<file path="src/rtl/mpio_defs.vh">
// Purpose: constants for the multi-use pin i/o control block
// Assumes: axi4-lite register access, 32-bit words
// Notes: offsets are byte addresses
`ifndef MPIO_DEFS_VH
`define MPIO_DEFS_VH
`define MPIO_NPIN 52
`define MPIO_NRES 16
`define MPIO_DIR_SFR_LIM 24
`define MPIO_DAT_SFR_LIM 40
`define MPIO_SEG_FIRST 24
`define MPIO_SEG_LAST 51
`define MPIO_SEG_DIR_BIT 3
`define MPIO_SEG_DAT_BIT 0
`define MPIO_PIN_PULSE_A 6
`define MPIO_PIN_PULSE_R 7
`define MPIO_PIN_MEM_CK 4
`define MPIO_PIN_MEM_DA 5
`define MPIO_PIN_OPTICAL_TRANSMIT_PIN 1
`define MPIO_PIN_OPTICAL_RECEIVE_PIN 2
// resource selector codes
`define MPIO_RES_NONE 3'h0
`define MPIO_RES_CNT0 3'h2
`define MPIO_RES_CNT1 3'h3
`define MPIO_RES_HI_RISE 3'h4
`define MPIO_RES_LO_RISE 3'h5
`define MPIO_RES_HI_FALL 3'h6
`define MPIO_RES_LO_FALL 3'h7
// register byte offsets
`define MPIO_OFS_FSEL_LO 12'h000
`define MPIO_OFS_FSEL_HI 12'h004
`define MPIO_OFS_DIR 12'h008
`define MPIO_OFS_DATA 12'h00C
`define MPIO_OFS_DATA_HI 12'h010
`define MPIO_OFS_CTRL 12'h014
`define MPIO_OFS_RSEL0 12'h018
`define MPIO_OFS_RSEL1 12'h01C
`define MPIO_OFS_IRQ_STAT 12'h020
`define MPIO_OFS_IRQ_MASK 12'h024
`define MPIO_OFS_SEG_BASE 12'h100
`define MPIO_OFS_SEG_END 12'h16C
// control register fields
`define MPIO_CTRL_PW_A 0
`define MPIO_CTRL_PW_R 1
`define MPIO_CTRL_MEM 2
`define MPIO_CTRL_OPT 3
// irq status bits
`define MPIO_IRQ_HI 0
`define MPIO_IRQ_LO 1
`define MPIO_RESP_OK 2'b00
`define MPIO_RESP_SLVERR 2'b10
`endif

</file>
<file path="src/rtl/mpio_sync.v">
// Purpose: two-stage synchroniser for a vector of pin levels
// Assumes: inputs asynchronous to clk
// Notes: first stage read only by the second
`timescale 1ns/1ps
module mpio_sync #(
  parameter W = 1
) (
  input wire clk, // system clock
  input wire nrst, // synchronous reset, active low
  input wire [W-1:0] async_in, // raw pin levels
  output wire [W-1:0] sync_out // synchronised levels
);
  reg [W-1:0] meta_ff;
  reg [W-1:0] stab_ff;
  always @(posedge clk) begin
    if (!nrst) begin
      meta_ff <= {W{1'b0}};
      stab_ff <= {W{1'b0}};
    end else begin
      meta_ff <= async_in;
      stab_ff <= meta_ff;
    end
  end
  assign sync_out = stab_ff;
endmodule // mpio_sync

</file>
<file path="src/rtl/mpio_top.v">
// Purpose: multi-use pin i/o control with lcd sharing and resource routing
// Assumes: 100 MHz clk, axi4-lite register bus, pin index 0 is the push-button
// Notes: pin n of the vectors is general_io_pin n; pins 0..51
// Function
// - after reset every pin is an input until direction, or the optical or memory takeover in ctrl, is programmed
// - function select one gives pin to lcd, zero makes it i/o
// - in i/o function, direction bit zero input, one output, per pin
// - data register write drives outputs, read returns pin levels
// - pins 24 and up take direction from segment byte bit 3
// - pins 40 and up take data from segment byte bit 0
// - three-bit selector routes input to counters or edge interrupts
// - several pins on one resource are combined by logical or
// - pins six and seven output energy pulses when enabled and outputs
// - pins four and five can be handed to the serial memory interface
// - push-button is input only and usable as resource source
// - optical pins serve as i/o one and two when optical unused
// - pins 24 to 51 share segment byte storage for lcd and i/o
// - resource routing keeps working on output pins
//
// Decided for this implementation: register access over AXI4-Lite and the address map.
`timescale 1ns/1ps
`include "mpio_defs.vh"
module mpio_top (
  input wire clk, // system clock 100 MHz
  input wire nrst, // synchronous reset, active low
  input wire [11:0] s_axi_awaddr, // write address
  input wire s_axi_awvalid, // write address valid
  output wire s_axi_awready, // write address ready
  input wire [31:0] s_axi_wdata, // write data
  input wire [3:0] s_axi_wstrb, // write strobes
  input wire s_axi_wvalid, // write data valid
  output wire s_axi_wready, // write data ready
  output reg [1:0] s_axi_bresp, // write response
  output reg s_axi_bvalid, // write response valid
  input wire s_axi_bready, // write response ready
  input wire [11:0] s_axi_araddr, // read address
  input wire s_axi_arvalid, // read address valid
  output wire s_axi_arready, // read address ready
  output reg [31:0] s_axi_rdata, // read data
  output reg [1:0] s_axi_rresp, // read response
  output reg s_axi_rvalid, // read data valid
  input wire s_axi_rready, // read data ready
  input wire [51:0] pin_in, // pin levels from pads, bit 0 push-button
  output reg [51:0] pin_out, // pin output levels
  output reg [51:0] pin_oe, // pin output enables, high while driven
  output wire [51:0] pin_lcd_sel, // high where lcd driver owns the pin
  input wire active_energy_pulse, // pulse from compute engine
  input wire reactive_energy_pulse, // pulse from compute engine
  input wire mem_clk_out, // serial memory clock from memory engine
  input wire mem_dat_out, // serial memory data from memory engine
  input wire mem_dat_oe, // serial memory data enable
  output wire mem_dat_in, // serial memory data level
  input wire optical_transmit_pin_data, // optical uart transmit data
  output wire optical_receive_pin_data, // optical uart receive level
  output wire counter0_clock, // combined counter 0 clock
  output wire counter1_clock, // combined counter 1 clock
  output wire high_priority_interrupt, // high priority edge pulse
  output wire low_priority_interrupt, // low priority edge pulse
  output wire irq // level interrupt, unmasked status set
);
  // -------------------------------------------------------------
  // registers
  // -------------------------------------------------------------
  reg [51:0] pin_function_select_ff;
  reg [23:0] pin_direction_bits_ff;
  reg [39:0] port_data_ff;
  reg [7:0] segment_control_byte_ff [`MPIO_SEG_FIRST:`MPIO_SEG_LAST];
  reg [3:0] ctrl_ff;
  reg [2:0] pin_resource_select_ff [0:`MPIO_NRES-1];
  reg [1:0] irq_stat_ff;
  reg [1:0] irq_mask_ff;
  reg aw_hold_ff;
  reg w_hold_ff;
  reg [11:0] awaddr_ff;
  reg [31:0] wdata_ff;
  reg [3:0] wstrb_ff;
  reg [51:0] lvl_prev_ff;
  wire [51:0] lvl_sync;
  wire [51:0] dir_eff;
  wire [51:0] dat_eff;
  wire wr_go;
  wire rd_go;
  wire wr_hit;
  wire [5:0] wr_seg_idx;
  wire [5:0] rd_seg_idx;
  wire pw_a_on;
  wire pw_r_on;
  wire mem_on;
  wire opt_on;
  wire [`MPIO_NRES-1:0] res_cnt0;
  wire [`MPIO_NRES-1:0] res_cnt1;
  wire [`MPIO_NRES-1:0] res_hi;
  wire [`MPIO_NRES-1:0] res_lo;
  integer i, j, k;
  genvar g;
  // -------------------------------------------------------------
  // pin input synchroniser
  // -------------------------------------------------------------
  mpio_sync #(
    .W(52)
  ) u_sync (
    .clk(clk),
    .nrst(nrst),
    .async_in(pin_in),
    .sync_out(lvl_sync)
  );
  // -------------------------------------------------------------
  // effective direction and data per pin
  // -------------------------------------------------------------
  generate
    for (g = 0; g < 52; g = g + 1) begin : g_pin
      if (g == 0) begin : g_pb
        assign dir_eff[g] = 1'b0;
        assign dat_eff[g] = 1'b0;
      end else if (g < `MPIO_DIR_SFR_LIM) begin : g_lo
        assign dir_eff[g] = pin_direction_bits_ff[g];
        assign dat_eff[g] = port_data_ff[g];
      end else if (g < `MPIO_DAT_SFR_LIM) begin : g_mid
        assign dir_eff[g] = segment_control_byte_ff[g][`MPIO_SEG_DIR_BIT];
        assign dat_eff[g] = port_data_ff[g];
      end else begin : g_hi
        assign dir_eff[g] = segment_control_byte_ff[g][`MPIO_SEG_DIR_BIT];
        assign dat_eff[g] = segment_control_byte_ff[g][`MPIO_SEG_DAT_BIT];
      end
    end
  endgenerate
  assign pin_lcd_sel = pin_function_select_ff;
  assign pw_a_on = ctrl_ff[`MPIO_CTRL_PW_A];
  assign pw_r_on = ctrl_ff[`MPIO_CTRL_PW_R];
  assign mem_on = ctrl_ff[`MPIO_CTRL_MEM];
  assign opt_on = ctrl_ff[`MPIO_CTRL_OPT];
  // -------------------------------------------------------------
  // pad drive
  // -------------------------------------------------------------
  always @(posedge clk) begin
    if (!nrst) begin
      pin_out <= 52'h0_0000_0000_0000;
      pin_oe <= 52'h0_0000_0000_0000;
    end else begin
      for (k = 0; k < 52; k = k + 1) begin
        pin_oe[k] <= ~pin_function_select_ff[k] & dir_eff[k];
        pin_out[k] <= dat_eff[k];
      end
      pin_oe[0] <= 1'b0;
      if (opt_on) begin
        pin_oe[`MPIO_PIN_OPTICAL_TRANSMIT_PIN] <= 1'b1;
        pin_out[`MPIO_PIN_OPTICAL_TRANSMIT_PIN] <= optical_transmit_pin_data;
        pin_oe[`MPIO_PIN_OPTICAL_RECEIVE_PIN] <= 1'b0;
      end
      if (mem_on) begin
        pin_oe[`MPIO_PIN_MEM_CK] <= 1'b1;
        pin_out[`MPIO_PIN_MEM_CK] <= mem_clk_out;
        pin_oe[`MPIO_PIN_MEM_DA] <= mem_dat_oe;
        pin_out[`MPIO_PIN_MEM_DA] <= mem_dat_out;
      end
      if (pw_a_on && !pin_function_select_ff[`MPIO_PIN_PULSE_A] && dir_eff[`MPIO_PIN_PULSE_A])
        pin_out[`MPIO_PIN_PULSE_A] <= active_energy_pulse;
      if (pw_r_on && !pin_function_select_ff[`MPIO_PIN_PULSE_R] && dir_eff[`MPIO_PIN_PULSE_R])
        pin_out[`MPIO_PIN_PULSE_R] <= reactive_energy_pulse;
    end
  end
  assign mem_dat_in = lvl_sync[`MPIO_PIN_MEM_DA];
  assign optical_receive_pin_data = lvl_sync[`MPIO_PIN_OPTICAL_RECEIVE_PIN];
  // -------------------------------------------------------------
  // resource routing, pins 0..15 carry selectors
  // -------------------------------------------------------------
  generate
    for (g = 0; g < `MPIO_NRES; g = g + 1) begin : g_res
      // levels read back from the pad even while driving, so own pulses are counted
      wire rise = lvl_sync[g] & ~lvl_prev_ff[g];
      wire fall = ~lvl_sync[g] & lvl_prev_ff[g];
      wire [2:0] sel = pin_resource_select_ff[g];
      assign res_cnt0[g] = (sel == `MPIO_RES_CNT0) & lvl_sync[g];
      assign res_cnt1[g] = (sel == `MPIO_RES_CNT1) & lvl_sync[g];
      assign res_hi[g] = ((sel == `MPIO_RES_HI_RISE) & rise) | ((sel == `MPIO_RES_HI_FALL) & fall);
      assign res_lo[g] = ((sel == `MPIO_RES_LO_RISE) & rise) | ((sel == `MPIO_RES_LO_FALL) & fall);
    end
  endgenerate
  assign counter0_clock = |res_cnt0;
  assign counter1_clock = |res_cnt1;
  assign high_priority_interrupt = |res_hi;
  assign low_priority_interrupt = |res_lo;
  assign irq = |(irq_stat_ff & irq_mask_ff);
  // -------------------------------------------------------------
  // axi4-lite write path
  // -------------------------------------------------------------
  assign s_axi_awready = ~aw_hold_ff & ~s_axi_bvalid;
  assign s_axi_wready = ~w_hold_ff & ~s_axi_bvalid;
  wire aw_now = aw_hold_ff | s_axi_awvalid;
  wire w_now = w_hold_ff | s_axi_wvalid;
  wire [11:0] wa = aw_hold_ff ? awaddr_ff : s_axi_awaddr;
  wire [31:0] wd = w_hold_ff ? wdata_ff : s_axi_wdata;
  wire [3:0] ws = w_hold_ff ? wstrb_ff : s_axi_wstrb;
  assign wr_go = aw_now & w_now & ~s_axi_bvalid;
  assign wr_seg_idx = wa[7:2] + 6'd24;
  wire wr_seg = (wa >= `MPIO_OFS_SEG_BASE) && (wa <= `MPIO_OFS_SEG_END);
  assign wr_hit = wr_seg || (wa <= `MPIO_OFS_IRQ_MASK);
  always @(posedge clk) begin
    if (!nrst) begin
      aw_hold_ff <= 1'b0;
      w_hold_ff <= 1'b0;
      awaddr_ff <= 12'h000;
      wdata_ff <= 32'h0000_0000;
      wstrb_ff <= 4'h0;
      s_axi_bvalid <= 1'b0;
      s_axi_bresp <= `MPIO_RESP_OK;
      pin_function_select_ff <= 52'h0_0000_0000_0000;
      pin_direction_bits_ff <= 24'h00_0000;
      port_data_ff <= 40'h00_0000_0000;
      ctrl_ff <= 4'h0;
      irq_mask_ff <= 2'h0;
      for (i = 0; i < `MPIO_NRES; i = i + 1)
        pin_resource_select_ff[i] <= `MPIO_RES_NONE;
      for (i = `MPIO_SEG_FIRST; i <= `MPIO_SEG_LAST; i = i + 1)
        segment_control_byte_ff[i] <= 8'h00;
    end else begin
      if (s_axi_bvalid && s_axi_bready)
        s_axi_bvalid <= 1'b0;
      if (s_axi_awvalid && s_axi_awready && !wr_go) begin
        aw_hold_ff <= 1'b1;
        awaddr_ff <= s_axi_awaddr;
      end
      if (s_axi_wvalid && s_axi_wready && !wr_go) begin
        w_hold_ff <= 1'b1;
        wdata_ff <= s_axi_wdata;
        wstrb_ff <= s_axi_wstrb;
      end
      if (wr_go) begin
        aw_hold_ff <= 1'b0;
        w_hold_ff <= 1'b0;
        s_axi_bvalid <= 1'b1;
        s_axi_bresp <= wr_hit ? `MPIO_RESP_OK : `MPIO_RESP_SLVERR;
        // one byte per segment word; lcd and i/o bits share it
        if (wr_seg && ws[0])
          segment_control_byte_ff[wr_seg_idx] <= wd[7:0];
        case (wa)
          `MPIO_OFS_FSEL_LO: begin
            for (i = 0; i < 32; i = i + 1)
              if (ws[i/8]) pin_function_select_ff[i] <= wd[i];
          end
          `MPIO_OFS_FSEL_HI: begin
            for (i = 0; i < 20; i = i + 1)
              if (ws[i/8]) pin_function_select_ff[32+i] <= wd[i];
          end
          `MPIO_OFS_DIR: begin
            for (i = 0; i < 24; i = i + 1)
              if (ws[i/8]) pin_direction_bits_ff[i] <= wd[i];
          end
          `MPIO_OFS_DATA: begin
            for (i = 0; i < 32; i = i + 1)
              if (ws[i/8]) port_data_ff[i] <= wd[i];
          end
          `MPIO_OFS_DATA_HI: begin
            if (ws[0]) port_data_ff[39:32] <= wd[7:0];
          end
          `MPIO_OFS_CTRL: begin
            if (ws[0]) ctrl_ff <= wd[3:0];
          end
          `MPIO_OFS_RSEL0: begin
            for (i = 0; i < 8; i = i + 1)
              if (ws[i/2]) pin_resource_select_ff[i] <= wd[4*i +: 3];
          end
          `MPIO_OFS_RSEL1: begin
            for (i = 0; i < 8; i = i + 1)
              if (ws[i/2]) pin_resource_select_ff[8+i] <= wd[4*i +: 3];
          end
          `MPIO_OFS_IRQ_MASK: begin
            if (ws[0]) irq_mask_ff <= wd[1:0];
          end
          default: begin
          end
        endcase
      end
    end
  end
  // -------------------------------------------------------------
  // edge history and sticky interrupt status (set wins over clear)
  // -------------------------------------------------------------
  wire stat_wr = wr_go && (wa == `MPIO_OFS_IRQ_STAT) && ws[0];
  wire [1:0] stat_clr = stat_wr ? wd[1:0] : 2'b00;
  wire [1:0] stat_set = {low_priority_interrupt, high_priority_interrupt};
  always @(posedge clk) begin
    if (!nrst) begin
      lvl_prev_ff <= 52'h0_0000_0000_0000;
      irq_stat_ff <= 2'h0;
    end else begin
      lvl_prev_ff <= lvl_sync;
      irq_stat_ff <= (irq_stat_ff & ~stat_clr) | stat_set;
    end
  end
  // -------------------------------------------------------------
  // axi4-lite read path
  // -------------------------------------------------------------
  assign s_axi_arready = ~s_axi_rvalid;
  assign rd_go = s_axi_arvalid & s_axi_arready;
  assign rd_seg_idx = s_axi_araddr[7:2] + 6'd24;
  wire rd_seg = (s_axi_araddr >= `MPIO_OFS_SEG_BASE) && (s_axi_araddr <= `MPIO_OFS_SEG_END);
  wire [7:0] seg_rd = segment_control_byte_ff[rd_seg_idx];
  always @(posedge clk) begin
    if (!nrst) begin
      s_axi_rvalid <= 1'b0;
      s_axi_rdata <= 32'h0000_0000;
      s_axi_rresp <= `MPIO_RESP_OK;
    end else begin
      if (s_axi_rvalid && s_axi_rready)
        s_axi_rvalid <= 1'b0;
      if (rd_go) begin
        s_axi_rvalid <= 1'b1;
        s_axi_rresp <= `MPIO_RESP_OK;
        s_axi_rdata <= 32'h0000_0000;
        if (rd_seg)
          // bit 0 reads the pin level when the pin is in i/o function
          s_axi_rdata <= {24'h00_0000, seg_rd[7:1],
            pin_function_select_ff[rd_seg_idx] ? seg_rd[0] : lvl_sync[rd_seg_idx]};
        else begin
          case (s_axi_araddr)
            `MPIO_OFS_FSEL_LO: s_axi_rdata <= pin_function_select_ff[31:0];
            `MPIO_OFS_FSEL_HI: s_axi_rdata <= {12'h000, pin_function_select_ff[51:32]};
            `MPIO_OFS_DIR: s_axi_rdata <= {8'h00, pin_direction_bits_ff[23:1], 1'b0};
            `MPIO_OFS_DATA: s_axi_rdata <= lvl_sync[31:0];
            `MPIO_OFS_DATA_HI: s_axi_rdata <= {24'h00_0000, lvl_sync[39:32]};
            `MPIO_OFS_CTRL: s_axi_rdata <= {28'h000_0000, ctrl_ff};
            `MPIO_OFS_RSEL0: begin
              for (j = 0; j < 8; j = j + 1)
                s_axi_rdata[4*j +: 4] <= {1'b0, pin_resource_select_ff[j]};
            end
            `MPIO_OFS_RSEL1: begin
              for (j = 0; j < 8; j = j + 1)
                s_axi_rdata[4*j +: 4] <= {1'b0, pin_resource_select_ff[8+j]};
            end
            `MPIO_OFS_IRQ_STAT: s_axi_rdata <= {30'h0000_0000, irq_stat_ff};
            `MPIO_OFS_IRQ_MASK: s_axi_rdata <= {30'h0000_0000, irq_mask_ff};
            default: s_axi_rresp <= `MPIO_RESP_SLVERR;
          endcase
        end
      end
    end
  end
endmodule // mpio_top

</file>
<file path="config.mk">
export PLATFORM = sky130hd
export DESIGN_NAME = mpio_top
export DESIGN_NICKNAME = d
export VERILOG_FILES = /design/src/rtl/mpio_sync.v /design/src/rtl/mpio_top.v
export VERILOG_INCLUDE_DIRS = /design/src /design/src/rtl
export SDC_FILE = /design/constraint.sdc
export NUM_CORES = 2
export LEC_CHECK = 0
export BUFFER_PORTS_ARGS = -buffer_cell sky130_fd_sc_hd__buf_2
export CORE_MARGIN = 5
export CORE_UTILIZATION = 30
export CTS_CLUSTER_DIAMETER = 40
export DETAILED_ROUTE_END_ITERATION = 10
export SLEW_MARGIN = 10
export SYNTH_ARGS = -nofsm -noshare
export SYNTH_HDL_FRONTEND = slang
export SYNTH_SLANG_ARGS = --single-unit
</file>
<file path="constraint.sdc">
create_clock -name clk -period 5.1 [get_ports clk]
set_input_delay 0.51 -clock clk [delete_from_list [all_inputs] [get_ports clk]]
set_output_delay 0.51 -clock clk [all_outputs]
set_load 0.03 [all_outputs]
</file>
==> metrics.cfg <==
[drt]
drt_iter0_drc=3701
drt_first_pass_iters=9
wl_per_cell_um=27.1
finalWirelength_um=146000
drc_errors=0
drt-vias-per-instance=5.35
dr_total_vias=28900
antenna_left=0

[synth]
synth.distinct_cells=68
async_reset_ff_share_pct=0
netlist_instances=3062
seq_area_frac_synth_pct=64.1
synthFlopType=edfxtp_1
synth_area_leader_cell=edfxtp_1
avgSynthCellArea_sq_um=13.0
synth_area_sq_mm=0.0397
synth_seq_cells=990
ys_top_cells_by_area=edfxtp_1 (42%), dfxtp_1 (22%), mux4_2 (10%), nor2_1 (3.7%), and2_1 (2.7%)
synth-edff-count=560
synth_top_area_share_pct=42.4
yosys_warnings=0

[layout]
nets=3643
n_fill_cell=12600
area_growth_pct=25.1
drive_gt1_share_pct=24.7
finish.utilization_pct=37.8

[cts]
cts_root_buffer=clkbuf_16
clkSinkCount=990
cts_buffers=141
postCtsSetupBuffers=0
clkTransAtPathRegs_ps=50
clk_latency_ps=780
cts_hold_buf=103
cts_tree=built
clockBufferDepth=3
cts_max_level=4
cts-resized-gates=0

[global_route]
antenna_found_initial=8
grt_pass1_vias=28100
grt-ovfl-total=0
grt_max_degree=191
grt_usage_pct=20.4
grt_first_pass_wirelength_um=208000

[power]
leakagePower_nw=17.9
switchingPower_mw=5.24
p_comb_share_pct=7.2
power_frac_clock_pct=49.8
p_per_area_mw_per_mm2=410
p_int_mw=15.1
swShare_pct=25.7
vdd.ir_drop.worst_mv=0.230
seqPwrFrac_pct=43.1

[die]
fp-row-count=133
coreArea_sq_mm=0.131
die_h_um=374
die_area_sq_mm=0.140
initial_utilization_pct=30.2
ios=329
die_w_um=374

[place]
dp_hpwl_um=104000
numPortBuffers=324
globalplace.congestion=0.943

[timing]
setup_viol=0
maxSlewViolCount=0
finalCriticalPeriod_ps=4040
fin_skew_ps=39.5
hold_viol=0
relSlewSlack_pct=13.1
worst-slew-pin-transition_ps=1300
fmax_ghz=0.248
fin_setup_tns_ps=0
rsz0062_at_grt=false
period_share_pct=79.2

[worst_setup_path]
path_class=register to register
cp_data_arrival_time_ps=4520
crit_required_ps=5580
cp-start-kind=register
cp_max_fo=17
endpoint_kind=register

[status]
status=complete, no violations

[job]
maxCapViolCount=0

[hold_path]
hp-class=input pin to register

==> final timing paths <==
path | startpoint | end | slack [ps] | depth (start not counted)
hold reg to reg | u_sync.meta_ff[3] | u_sync.sync_out[3] | 430 | 1
setup / recovery | aw_hold_ff | segment_control_byte_ff[26][5] | 1060 | 9
hold / removal | s_axi_awaddr[6] | awaddr_ff[6] | 70 | 3
setup reg to reg | aw_hold_ff | segment_control_byte_ff[26][5] | 1060 | 9
==> power by group through the flow <==
stage	sequential [mW]	combinational, mW	clock (mW)
CTS	8.76	1.45	10.3
floorplan	8.91	0.728	0
finish	8.77	1.46	10.1
detailed placement	8.93	1.38	0
global route	8.77	1.53	10.6
global placement	8.93	1.37	0
==> cells in the final DEF, fill, tap and decap left out, types with 9 or more instances in the layout <==
master and instances:
edfxtp_1 560, dfxtp_1 429, nor2_1 389, buf_2 321
nand2_1 219, mux4_2 178, and2_1 170, nor3_1 150
clkbuf_16 141, mux2i_1 103, dlygate4sd3_1 103, buf_4 99
a21oi_1 84, o21ai_0 79, a211oi_1 69, inv_1 48
nand3_1 37, or3_1 27, a222oi_1 27, a22oi_1 25
nor3b_1 24, a31oi_1 23, a221oi_1 23, and3_1 19
inv_6 15, clkbuf_1 14, clkinvlp_4 14, o22ai_1 13
inv_8 13, clkbuf_8 13, nand3b_1 12, nor3_2 12
clkinv_2 12, mux2_2 11, bufinv_16 10, clkinv_8 9
==> cells in the mapped netlist (all sizes together) (27+ instances only) <==
cell / n
and2: 170
nor3: 162
nand2: 219
nand3: 39
inv: 49
clkbuf: 166
o21ai: 79
a21oi: 84
mux2i: 105
a222oi: 27
or3: 27
mux4: 178
edfxtp: 560
a211oi: 69
dfxtp: 430
nor2: 390
buf: 58
==> flip-flops by register name, summed over array words and instances, names as in the netlist, 16 cells and up <==
| register | flops |
|---|---|
| wdata_ff | 32 |
| pin_direction_bits_ff | 23 |
| pin_out | 51 |
| pin_resource_select_ff | 48 |
| s_axi_rdata | 32 |
| port_data_ff | 39 |
| lvl_prev_ff | 16 |
| pin_lcd_sel | 52 |
| u_sync.sync_out | 52 |
| u_sync.meta_ff | 52 |
| pin_oe | 51 |
| segment_control_byte_ff | 512 |
==> layout make-up <==
cell class	instances	area, sq um	share of cell area, %
flip-flops and latches	990	25400	51.2
multi-input cells	1801	13200	26.7
clock buffers	168	3760	7.58
repair buffers	532	3540	7.13
well taps	1755	2200	4.42
clock inverters	95	1260	2.54
inverters	50	195	0.393
diodes	5	12.5	0.0252
==> cell families after synthesis <==
group | after synthesis | share of synthesized area (%)
mux | 294 | 13.1
buf+inv | 274 | 2.72
xor+xnor | 3 | 0.0662
flops | 990 | 64.1
simple gates | 1108 | 13.3
compound gates | 390 | 6.64
other cells | 1 | 0.00945
fa+ha+maj | 2 | 0.0631
==> routing by layer <==
metal,vias up,wire (um),GRT usage (%)
met1,14500,58600,27.0
met5,-,25,0
met2,1779,64900,30.9
met4,4,5090,7.57
met3,276,17300,7.00
li1,12300,-,-
==> metrics by stage <==
| step | cells | instance area (sq um) | power (mW) | setup WS (ps) | hold WS [ps] |
|---|---|---|---|---|---|
| floorplan | 3065 | 39700 | 9.64 | 1750 | 412 |
| global placement | 5025 | 43600 | 10.3 | 1150 | 415 |
| detailed placement | 5025 | 43600 | 10.3 | 1150 | 419 |
| CTS | 5391 | 49600 | 20.5 | 1110 | 8.89 |
| global route | 5393 | 49600 | 20.9 | 747 | 62.1 |
| finish | 5396 | 49600 | 20.3 | 1060 | 72.8 |
==> worst max-delay path, stage by stage, from the launching register on <==
cell and delay (ps):
dfxtp_1 640, buf_4 290, mux2_2 390, inv_1 170, ha_1 190, xor2_1 300
nand3b_1 380, or2_2 470, o21ai_0 640, buf_4 260
(Power assumes the default switching activity.)
